## src/hw/mss_pkg.sv

```systemverilog
// constants, types and timing for the motor shutdown and stall supervisor
package mss_pkg;
	// clock and persistence timebase
	localparam int CLK_HZ = 10_000_000;
	localparam int TICK_HZ = 1000;
	localparam int TICK_DIV = CLK_HZ / TICK_HZ;
	localparam int PERSIST_S = 15;
	localparam int PERSIST_TICKS = PERSIST_S * TICK_HZ;
	// stabilisation wait before a second phase, value chosen here
	localparam int TSTAB_US = 1000;
	localparam int TSTAB_CYCLES = TSTAB_US * (CLK_HZ / 1_000_000);
	// stall detector layout
	localparam int THR_W = 4;
	localparam int DLY_W = 3;
	localparam int AVG_SHIFT = 3;
	localparam int ABS_SHIFT = 3;
	localparam int DEL_SHIFT = 2;

	typedef enum logic [3:0] {
		MSS_HOLD = 4'h1,
		MSS_MOVE = 4'h2,
		MSS_STAB = 4'h4,
		MSS_SHUT = 4'h8
	} mss_state_e;

	typedef struct packed {
		logic thermalWarning;
		logic thermal;
		logic batLow;
		logic cpLow;
		logic coilDefect;
	} mss_fault_s;

	typedef struct packed {
		logic atMaxVelocity;
		logic fullStep;
		logic motionDone;
		logic firstPhase;
		logic autarkic;
		logic fullDuty;
	} mss_motion_s;

	typedef struct packed {
		logic [THR_W-1:0] absoluteThreshold;
		logic [THR_W-1:0] deltaThreshold;
		logic [DLY_W-1:0] detectStartDelay;
		logic fullDutyDetectEnable;
	} mss_stall_cfg_s;

	typedef struct packed {
		logic thermalWarningFlag;
		logic tempShutFlag;
		logic batteryLowLevelTwo;
		logic coilDefectFlag;
		logic cpFailFlag;
		logic stepLoss;
		logic stall;
		logic absStall;
		logic delStallLo;
		logic delStallHi;
	} mss_flags_s;

	localparam int SYNC_W = $bits(mss_fault_s);
	localparam int FLAG_W = $bits(mss_flags_s);
endpackage : mss_pkg

```

## src/hw/mss_persist.sv

```systemverilog
// persistence timer: level must hold for a count of divided ticks
`timescale 1ns/1ps
`default_nettype none
module mss_persist
#(
	parameter int TICKS = mss_pkg::PERSIST_TICKS
) (
	// clock and reset
	input wire logic clock,
	input wire logic rst_n,
	// divided timebase and monitored level
	input wire logic tick,
	input wire logic cond,
	// level has lasted past the limit
	output logic expired
);
	import mss_pkg::*;
	localparam int CW = $clog2(TICKS + 1);

	if (TICKS < 1)
	begin : g_chk
		$error("persistence limit must be at least one tick");
	end

	logic [CW-1:0] cnt_q;
	logic expired_q;
	wire atLimit = (cnt_q == CW'(TICKS));

	// counter restarts as soon as the level drops, so glitches never add up
	always_ff @(posedge clock or negedge rst_n)
	begin
		if (!rst_n)
		begin
			cnt_q <= '0;
			expired_q <= 1'b0;
		end
		else
		begin
			if (!cond)
				cnt_q <= '0;
			else if (tick && !atLimit)
				cnt_q <= cnt_q + 1'b1;
			expired_q <= cond && atLimit;
		end
	end

	assign expired = expired_q;
endmodule : mss_persist
`default_nettype wire

```

## src/hw/mss_supervisor.sv

```systemverilog
// motor shutdown supervisor with back-emf stall detection
`timescale 1ns/1ps
`default_nettype none
module mss_supervisor
#(
	parameter int BW = 8,
	parameter int PW = 16,
	parameter int TICK_DIV = mss_pkg::TICK_DIV,
	parameter int PERSIST_TICKS = mss_pkg::PERSIST_TICKS,
	parameter int TSTAB_CYCLES = mss_pkg::TSTAB_CYCLES
) (
	// clock and reset
	input wire logic clock,
	input wire logic rst_n,
	// fault indications from analog side, asynchronous
	input wire mss_pkg::mss_fault_s faultPins,
	// host commands, one-cycle pulses
	input wire logic fullStatusReadCmd,
	input wire logic gotoPositionCmd,
	input wire logic [PW-1:0] gotoTarget,
	// motion controller status, same clock
	input wire mss_pkg::mss_motion_s motion,
	input wire logic [PW-1:0] internalPos,
	// back-emf sampler, same clock
	input wire logic bemfValid,
	input wire logic [BW-1:0] bemfSample,
	// stall detector configuration
	input wire mss_pkg::mss_stall_cfg_s stallCfg,
	// bridge and controller commands
	output logic bridgeHiZ,
	output logic holdCurrent,
	output logic motionGo,
	output logic hardStop,
	output logic phaseTwoStart,
	// positions and flags
	output logic [PW-1:0] targetPos,
	output logic [PW-1:0] actualPos,
	output var mss_pkg::mss_flags_s flags
);
	import mss_pkg::*;

	localparam int DIV_W = $clog2(TICK_DIV);
	localparam int STW = $clog2(TSTAB_CYCLES + 1);
	localparam int AW = BW + AVG_SHIFT;

	// refuse sizes the comparators or timers cannot serve
	if (BW < THR_W + ABS_SHIFT + 1 || PW < 2)
	begin : g_width_chk
		$error("bemf or position width too small");
	end
	if (TICK_DIV < 2 || TSTAB_CYCLES < 1)
	begin : g_time_chk
		$error("timing counts out of range");
	end

	// three-stage synchroniser; a change counts once stages two and three agree
	logic [SYNC_W-1:0] sync1_q;
	logic [SYNC_W-1:0] sync2_q;
	logic [SYNC_W-1:0] sync3_q;
	mss_fault_s fault_q;
	wire [SYNC_W-1:0] faultAgree = (sync2_q & sync3_q) | (fault_q & (sync2_q | sync3_q));

	always_ff @(posedge clock or negedge rst_n)
	begin
		if (!rst_n)
		begin
			sync1_q <= '0;
			sync2_q <= '0;
			sync3_q <= '0;
			fault_q <= '0;
		end
		else
		begin
			sync1_q <= faultPins;
			sync2_q <= sync1_q;
			sync3_q <= sync2_q;
			fault_q <= faultAgree;
		end
	end

	// divided timebase for the long persistence checks
	logic [DIV_W-1:0] div_q;
	logic tick_q;
	wire divWrap = (div_q == DIV_W'(TICK_DIV - 1));

	always_ff @(posedge clock or negedge rst_n)
	begin
		if (!rst_n)
		begin
			div_q <= '0;
			tick_q <= 1'b0;
		end
		else
		begin
			div_q <= divWrap ? '0 : div_q + 1'b1;
			tick_q <= divWrap;
		end
	end

	// low battery and weak charge pump only count toward shutdown once they persist; their flags set at once
	logic uvLong;
	logic cpLong;

	mss_persist #(.TICKS(PERSIST_TICKS)) u_uvPersist (
		.clock(clock),
		.rst_n(rst_n),
		.tick(tick_q),
		.cond(fault_q.batLow),
		.expired(uvLong)
	);

	mss_persist #(.TICKS(PERSIST_TICKS)) u_cpPersist (
		.clock(clock),
		.rst_n(rst_n),
		.tick(tick_q),
		.cond(fault_q.cpLow),
		.expired(cpLong)
	);

	// any of the four causes holds the motor in shutdown
	wire shutCause = fault_q.thermal | uvLong | cpLong | fault_q.coilDefect;

	// state, timers and registered outputs
	mss_state_e state_q;
	mss_state_e state_d;
	logic [STW-1:0] stab_q;
	logic [DLY_W-1:0] fsCnt_q;
	logic [AW-1:0] acc_q;
	logic bridgeHiZ_q;
	logic holdCurrent_q;
	logic motionGo_q;
	logic hardStop_q;
	logic phaseTwo_q;
	logic [PW-1:0] targetPos_q;
	logic [PW-1:0] actualPos_q;
	mss_flags_s flags_q;

	// moving average as an exponential filter over 2**AVG_SHIFT samples
	wire [BW-1:0] avg = acc_q[AW-1:AVG_SHIFT];
	wire [AW-1:0] accNext = acc_q - AW'(avg) + AW'(bemfSample);

	// threshold levels in sample units; one spare bit keeps sums from wrapping
	wire [BW:0] absLvl = (BW+1)'(stallCfg.absoluteThreshold) << ABS_SHIFT;
	wire [BW:0] delLvl = (BW+1)'(stallCfg.deltaThreshold) << DEL_SHIFT;
	wire [BW:0] sampleX = {1'b0, bemfSample};
	wire [BW:0] avgX = {1'b0, avg};
	wire absOn = |stallCfg.absoluteThreshold;
	wire delOn = |stallCfg.deltaThreshold;
	wire detectOn = absOn || delOn;

	// arming waits for top speed plus the programmed full steps
	wire delayDone = (fsCnt_q >= stallCfg.detectStartDelay);
	wire dutyOk = stallCfg.fullDutyDetectEnable || !motion.fullDuty;
	wire armed = detectOn && motion.atMaxVelocity && delayDone && dutyOk
		&& (state_q == MSS_MOVE);
	wire evalNow = armed && bemfValid;
	wire evHi = evalNow && delOn && (sampleX > avgX + delLvl);
	wire evLo = evalNow && delOn && (sampleX + delLvl < avgX);
	wire evAbs = evalNow && absOn && (sampleX < absLvl);
	wire stallEv = evHi | evLo | evAbs;

	// decoded transitions
	wire stabDone = (stab_q == STW'(TSTAB_CYCLES - 1));
	wire enterShut = (state_d == MSS_SHUT) && (state_q != MSS_SHUT);
	wire inShut = (state_q == MSS_SHUT);
	wire cpDuringMove = fault_q.cpLow && (state_q == MSS_MOVE);

	// next state; a live cause overrides every other transition
	always_comb
	begin
		state_d = state_q;
		case (state_q)
			MSS_HOLD:
				if (gotoPositionCmd)
					state_d = MSS_MOVE;
			MSS_MOVE:
				if (stallEv)
					state_d = motion.firstPhase ? MSS_STAB : MSS_HOLD;
				else if (motion.motionDone)
					state_d = MSS_HOLD;
			MSS_STAB:
				if (stabDone)
					state_d = MSS_MOVE;
			MSS_SHUT:
				if (fullStatusReadCmd && !shutCause)
					state_d = MSS_HOLD;
			default:
				state_d = MSS_SHUT;
		endcase
		if (shutCause)
			state_d = MSS_SHUT;
	end

	// flag set terms; hardware set wins over the read clear
	mss_flags_s flagSet;
	assign flagSet.thermalWarningFlag = fault_q.thermalWarning;
	assign flagSet.tempShutFlag = fault_q.thermal;
	assign flagSet.batteryLowLevelTwo = fault_q.batLow;
	assign flagSet.coilDefectFlag = fault_q.coilDefect;
	assign flagSet.cpFailFlag = fault_q.cpLow;
	assign flagSet.stepLoss = (stallEv | cpDuringMove) && !inShut;
	assign flagSet.stall = stallEv;
	assign flagSet.absStall = evAbs;
	assign flagSet.delStallLo = evLo;
	assign flagSet.delStallHi = evHi;
	wire [FLAG_W-1:0] flagKeep = flags_q & ~{FLAG_W{fullStatusReadCmd}};
	wire [FLAG_W-1:0] flags_d = flagKeep | flagSet;

	// state and timers
	always_ff @(posedge clock or negedge rst_n)
	begin
		if (!rst_n)
		begin
			state_q <= MSS_HOLD;
			stab_q <= '0;
			fsCnt_q <= '0;
			acc_q <= '0;
		end
		else
		begin
			state_q <= state_d;
			stab_q <= (state_q == MSS_STAB) ? stab_q + 1'b1 : '0;
			if (!motion.atMaxVelocity)
				fsCnt_q <= '0;
			else if (motion.fullStep && !delayDone)
				fsCnt_q <= fsCnt_q + 1'b1;
			if (bemfValid)
				acc_q <= accNext;
		end
	end

	// bridge drive and command pulses
	always_ff @(posedge clock or negedge rst_n)
	begin
		if (!rst_n)
		begin
			bridgeHiZ_q <= 1'b0;
			holdCurrent_q <= 1'b1;
			motionGo_q <= 1'b0;
			hardStop_q <= 1'b0;
			phaseTwo_q <= 1'b0;
		end
		else
		begin
			bridgeHiZ_q <= (state_d == MSS_SHUT);
			holdCurrent_q <= (state_d == MSS_HOLD);
			motionGo_q <= gotoPositionCmd && (state_d == MSS_MOVE);
			hardStop_q <= stallEv;
			phaseTwo_q <= (state_q == MSS_STAB) && (state_d == MSS_MOVE);
		end
	end

	// positions; shutdown copy takes priority over a set-point in the same cycle
	always_ff @(posedge clock or negedge rst_n)
	begin
		if (!rst_n)
		begin
			targetPos_q <= '0;
			actualPos_q <= '0;
			flags_q <= '0;
		end
		else
		begin
			if (enterShut && !motion.autarkic)
				targetPos_q <= actualPos_q;
			else if (gotoPositionCmd)
				targetPos_q <= gotoTarget;
			if (stallEv || !flags_q.stall)
				actualPos_q <= internalPos;
			flags_q <= mss_flags_s'(flags_d);
		end
	end

	assign bridgeHiZ = bridgeHiZ_q;
	assign holdCurrent = holdCurrent_q;
	assign motionGo = motionGo_q;
	assign hardStop = hardStop_q;
	assign phaseTwoStart = phaseTwo_q;
	assign targetPos = targetPos_q;
	assign actualPos = actualPos_q;
	assign flags = flags_q;
endmodule : mss_supervisor
`default_nettype wire

```

## config.mk

```make
export PLATFORM = sky130hd
export DESIGN_NAME = mss_supervisor
export DESIGN_NICKNAME = d
export VERILOG_FILES = /design/src/hw/mss_pkg.sv /design/src/hw/mss_persist.sv /design/src/hw/mss_supervisor.sv
export SDC_FILE = /design/constraint.sdc
export NUM_CORES = 1
export LEC_CHECK = 0
export BUFFER_PORTS_ARGS = -buffer_cell sky130_fd_sc_hd__buf_2
export CAP_MARGIN = 30
export CORE_MARGIN = 4
export CORE_UTILIZATION = 30
export CTS_BUF_LIST = sky130_fd_sc_hd__clkbuf_8
export DETAILED_ROUTE_END_ITERATION = 16
export SYNTH_ARGS = -nofsm -noshare
export SYNTH_HDL_FRONTEND = slang
export SYNTH_SLANG_ARGS = --single-unit
```

## constraint.sdc

```tcl
create_clock -name clock -period 5.75 [get_ports clock]
set_input_delay 0.575 -clock clock [delete_from_list [all_inputs] [get_ports clock]]
set_output_delay 0.575 -clock clock [all_outputs]
set_load 0.1 [all_outputs]
```

* Yosys cells after proc, flatten, opt, wreduce, memory -nomap -nowiden
Index checks and enable logic that the tools add are counted. W data, S select, Z words.
Storage, ports and cells: output and inout bits 47, register bits after elaboration 144, word-level logic and storage cells 130
Cells by class: add/subtract/negate cells 9, muxes and demuxes 18, equal/unequal tests 15, bitwise operators 13, reduce and logical (&&, ||, !) cells 36, $lt $le $gt $ge 4
Operator list (count):
- $mux W14 | 6
- $add A14 B1 Y14 const B | 4
- $eq A14 B14 Y1 const B | 4
- $mux W16 | 2
- $mux W4 | 6
- $logic_and A1 B1 Y1 | 22
- $add A8 B6 Y9 | 2
- $pmux W4 S4 | 1
- $add A11 B8 Y11 | 1
- $sub A11 B8 Y11 | 1
- $and A10 B10 Y10 | 1
- $and A5 B5 Y5 | 2
- $not A10 Y10 | 1
- $or A10 B10 Y10 | 1
- $or A5 B5 Y5 | 2
- $gt A8 B9 Y1 | 1
- $lt A9 B8 Y1 | 1
- $mux W3 | 3
- $eq A4 B1 Y1 const B | 2
- $eq A4 B2 Y1 const B | 2
- $eq A4 B4 Y1 const B | 2
- $logic_not A1 Y1 | 8
- $lt A8 B7 Y1 | 1
- $reduce_or A4 Y1 | 2
- other kinds (8) | 17

* Depth between registers and ports, before layout
depth in word-level cells 18, depth in mapped cells 14

* Modules after synthesis
A second synthesis with hierarchy kept.
Second synthesis, totals: cell total of the unflattened synthesis 720, area total of the unflattened synthesis 7798.7 um2
Modules (own cells, without submodules):
- mss_supervisor | seq. area each 2855.2 um2, area each 6169.7 um2, instances 1, cells an instance 552
- mss_persist | seq. area each 375.4 um2, area each 814.5 um2, instances 2, cells an instance 84

* Worst setup path before layout
Ideal clock, no wire load.
path kind input port to flip-flop, start point in stallCfg[4] in the netlist's numbering, end point reg actualPos_q[10], in the netlist actualPos[10], cell stages on the path 13, buffers on the path 1, arrival 3.376 ns, path slack 2.248 ns, setup time 0.126 ns, cell sequence ha_1 -> fa_1 -> a21o_1 -> a21oi_1 -> xnor2_1 -> ha_1 -> a22oi_1 -> o211ai_1 -> o22ai_1 -> a2bb2oi_1 -> o211ai_4 -> buf_12 -> mux2_4
Between the ends: cells in the longest elaborated chain, start to end 12, elaborated cells on any way between the ends 19, those cells by class add/sub (2); order compare (2); bitwise (2); reduce/logical (13)
RTL lines:
- from (decl) | RTL line mss_supervisor.sv:28 | input wire mss_pkg::mss_stall_cfg_s stallCfg,
- parallel branches: the longest is 10 deep, another holds $add A8 B6 Y9
- $or A1 B1 Y1 * | RTL line mss_supervisor.sv:160 | wire stallEv = evHi | evLo | evAbs;
- $logic_or A1 B1 Y1 * | RTL line mss_supervisor.sv:268 | if (stallEv || !flags_q.stall)
- to (signal assigned) | RTL line mss_supervisor.sv:269 | actualPos_q <= internalPos;
- to (decl) | RTL line mss_supervisor.sv:135 | logic [PW-1:0] actualPos_q;
Mark *: on every way between the ends. A chain may end at the register's enable or synchronous reset.

* Worst setup path in the final report
start point reg acc_q[5], end point reg actualPos_q[14], in the netlist actualPos[14]
Between the ends: cells in the longest elaborated chain, start to end 6, elaborated cells on any way between the ends 8, those cells by class add/sub (1); order compare (2); bitwise (2); reduce/logical (3)
RTL lines:
- from (decl) | RTL line mss_supervisor.sv:128 | logic [AW-1:0] acc_q;
- from (signal assigned) | RTL line mss_supervisor.sv:228 | acc_q <= accNext;
- $add A8 B6 Y9 | RTL line mss_supervisor.sv:157 | wire evHi = evalNow && delOn && (sampleX > avgX + delLvl);
- $gt A8 B9 Y1 | RTL line mss_supervisor.sv:157
- $logic_and A1 B1 Y1 | RTL line mss_supervisor.sv:157
- $or A1 B1 Y1 * (2 in a row) | RTL line mss_supervisor.sv:160
- $logic_or A1 B1 Y1 * | RTL line mss_supervisor.sv:268
Every way passes the cells marked *; elsewhere a longest branch is shown, timed or not.

==> impl_metrics.json <==
{
  "synth_warnings": 0,
  "switchingPower_mw": 1.42,
  "fin_crit_sh": 0.656,
  "core_region_area_um2": 25200,
  "required_ns": 6.08,
  "timing.rr.start": "acc_q[5]",
  "yosysSeqAreaShare": 0.470,
  "clk_path_buf_depth": 2,
  "first_global_vias": 5607,
  "layout.nets": 965,
  "synth_edf_count": 0,
  "layout_common_cells": "dfrtp_1 (142), buf_2 (113), inv_1 (67), nor2_1 (65)",
  "fp.dieW_um": 168,
  "drive_gt1_frac": 0.243,
  "num_rows": 58,
  "maxSlewHeadroom": 0.418,
  "clk_pin_slew_ns": 0.10,
  "vias": 5552,
  "initial_core_util": 0.304,
  "drc": 0,
  "syn_area_per_cell_um2": 10.7,
  "antenna_left": 0,
  "power_leakage_nw": 4.23,
  "multi_input_area_um2": 3740,
  "r2r-end": "actualPos[14]",
  "num-fill-cells": 2513,
  "combPwrFrac": 0.446,
  "p_int_mw": 2.14,
  "synthFlopType": "dfrtp_1",
  "p_sw_frac": 0.399,
  "hold_violations": 0,
  "syn_to_final_growth_pct": 17.3,
  "rsz0062_at_grt": "no",
  "seqCellArea_um2": 3610,
  "dp_hpwl_um": 12900,
  "fin_util": 0.357,
  "yosys.area.top_type": "dfrtp_1",
  "holdBufCountCts": 0,
  "fin_skew_ns": 0.0263,
  "seqPwrFrac": 0.329,
  "tightest_slew_ns": 0.866,
  "powerDensity_nw_per_um2": 396,
  "synth_seq_cells": 144,
  "reg2reg_depth": 12,
  "cts_resized": 0,
  "p_clk_frac": 0.226,
  "syn_area_um2": 7670,
  "gp_congestion": 0.861,
  "fin_setup_tns_ns": 0,
  "htreeDepth": 4,
  "io-pin-count": 115,
  "first_iter_violations": 238,
  "synth_cell_types": 64,
  "worstSetupPathType": "reg2reg",
  "wirelength_um": 17600,
  "ys_async_sr_fraction": 1.00,
  "finalMaxSlewViolations": 0,
  "cts_setup_buffers": 0,
  "min_period_ns": 3.77,
  "syn_inst": 718,
  "numPortBuffers": 114,
  "root_buffer": "clkbuf_8",
  "hold_class": "in2async",
  "grt_pass1_wl_um": 29300,
  "status": "completed",
  "mostFrequentLayoutCell": "dfrtp_1",
  "synth_nets": 843,
  "grt_overflow_total": 0,
  "worstSetupStartpointType": "register",
  "cp.arrival_ns": 4.10,
  "clock-sinks": 144,
  "reg2reg_slack_ns": 1.98,
  "synth_top_area_frac": 0.463,
  "dieArea_um2": 28200,
  "cts_tree": "yes",
  "max_cap_viol_count": 0,
  "clkLatencyLatePin_ns": 0.46,
  "grt_max_degree": 85,
  "max-vdd-ir-drop_mv": 0.271,
  "viasPerCell": 4.69,
  "wl_per_cell_um": 14.8,
  "setup_viol": 0,
  "grt_util_all_layers": 0.128,
  "synth_area_leaders": "dfrtp_1 (46%), ha_1 (7.7%), mux2_2 (5.7%), xor2_1 (3.2%), nor2_1 (3.2%)",
  "antenna_found_initial": 1,
  "drt_first_pass_iters": 4,
  "cts_buffers": 17,
  "worst-path-max-fanout": 16,
  "die_h_um": 168,
  "fmax_mhz": 265,
  "critPathCaptureType": "register",
  "finalPower_mw": 3.56
}
## Yosys cell counts, types with 12 or more instances
library cell,instances
dfrtp_1,142
nor2_1,65
inv_1,64
ha_1,47
nand2_1,47
mux2_2,39
o21ai_0,30
xor2_1,28
a21oi_1,26
xnor2_1,23
nand3_1,17
nand4_1,17
nor3_1,14
or3_1,12
## worst max-delay path by stage
stage	startpoint	to	slack [ns]	cells past startpoint
final	acc_q[5]	actualPos[14]	1.98	12
after global routing	acc_q[5]	actualPos[11]	1.81	12
after CTS	acc_q[5]	actualPos[7]	1.97	12
after detailed placement	stallCfg[4]	actualPos[11]	1.71	13
after global placement	stallCfg[4]	actualPos[11]	1.88	13
after floorplan	stallCfg[4]	actualPos[10]	2.25	13
## state kept, by name, indices dropped and copies added, names as in the netlist
name	count
hardStop	1
u_uvPersist.cnt_q	14
targetPos	16
fsCnt_q	3
flags	10
tick_q	1
div_q	14
fault_q	5
u_cpPersist.expired	1
state_q	4
motionGo	1
holdCurrent	1
actualPos	16
bridgeHiZ	1
u_cpPersist.cnt_q	14
u_uvPersist.expired	1
phaseTwoStart	1
sync2_q	5
sync1_q	5
sync3_q	5
acc_q	11
stab_q	14
## layout make-up
cell class | instances | share of cell area
Multi-Input combinational cell | 496 | 0.416
Sequential cell | 144 | 0.401
Timing Repair Buffer | 116 | 0.0666
Tap cell | 330 | 0.0459
Clock buffer | 20 | 0.0306
Inverter | 65 | 0.0271
Clock inverter | 12 | 0.0131
Antenna cell | 1 | 0.000278
## routing by layer
layer	track usage	vias up	part of all wire
li1	-	2738	-
met1	0.172	2706	0.47
met2	0.204	84	0.48
met3	0.0308	24	0.034
met4	0.0406	0	0.016
met5	0	-	0
## stage by stage
step,hold WS [ns],area (um2),worst slack [ns],instances
CTS,0.195,8980,1.97,1182
global placement,0.333,8590,1.88,1150
detailed placement,0.336,8590,1.71,1150
global route,0.194,9000,1.81,1184
floorplan,0.279,7670,2.25,718
finish,0.203,9000,1.98,1184
## cell families after synthesis
group           after synthesis  share of synthesized area
compound gates              113                     0.0974
xor+xnor                     51                     0.0583
fa+ha+maj                    62                      0.109
buf+inv                      78                     0.0419
flops                       144                      0.470
mux                          53                     0.0821
simple gates                217                      0.141
## power groups by stage
stage | Combinational, mW | Sequential (mW) | Clock (mW)
after global routing | 1.79 | 1.19 | 0.877
after detailed placement | 1.59 | 1.19 | 0
after floorplan | 1.04 | 1.39 | 0
after CTS | 1.60 | 1.17 | 0.835
final | 1.59 | 1.17 | 0.805
after global placement | 1.55 | 1.19 | 0
## critical path, cell delays in order, from the launching register on
cell,delay [ns]
dfrtp_1,0.43
ha_1,0.22
fa_1,0.40
a21o_1,0.17
a21oi_1,0.22
xnor2_1,0.16
ha_1,0.29
a22oi_1,0.20
o211ai_1,0.13
o22ai_1,0.20
a2bb2oi_1,0.44
o211ai_4,0.34
mux2_4,0.40
Power figures use the tool's default switching activity.
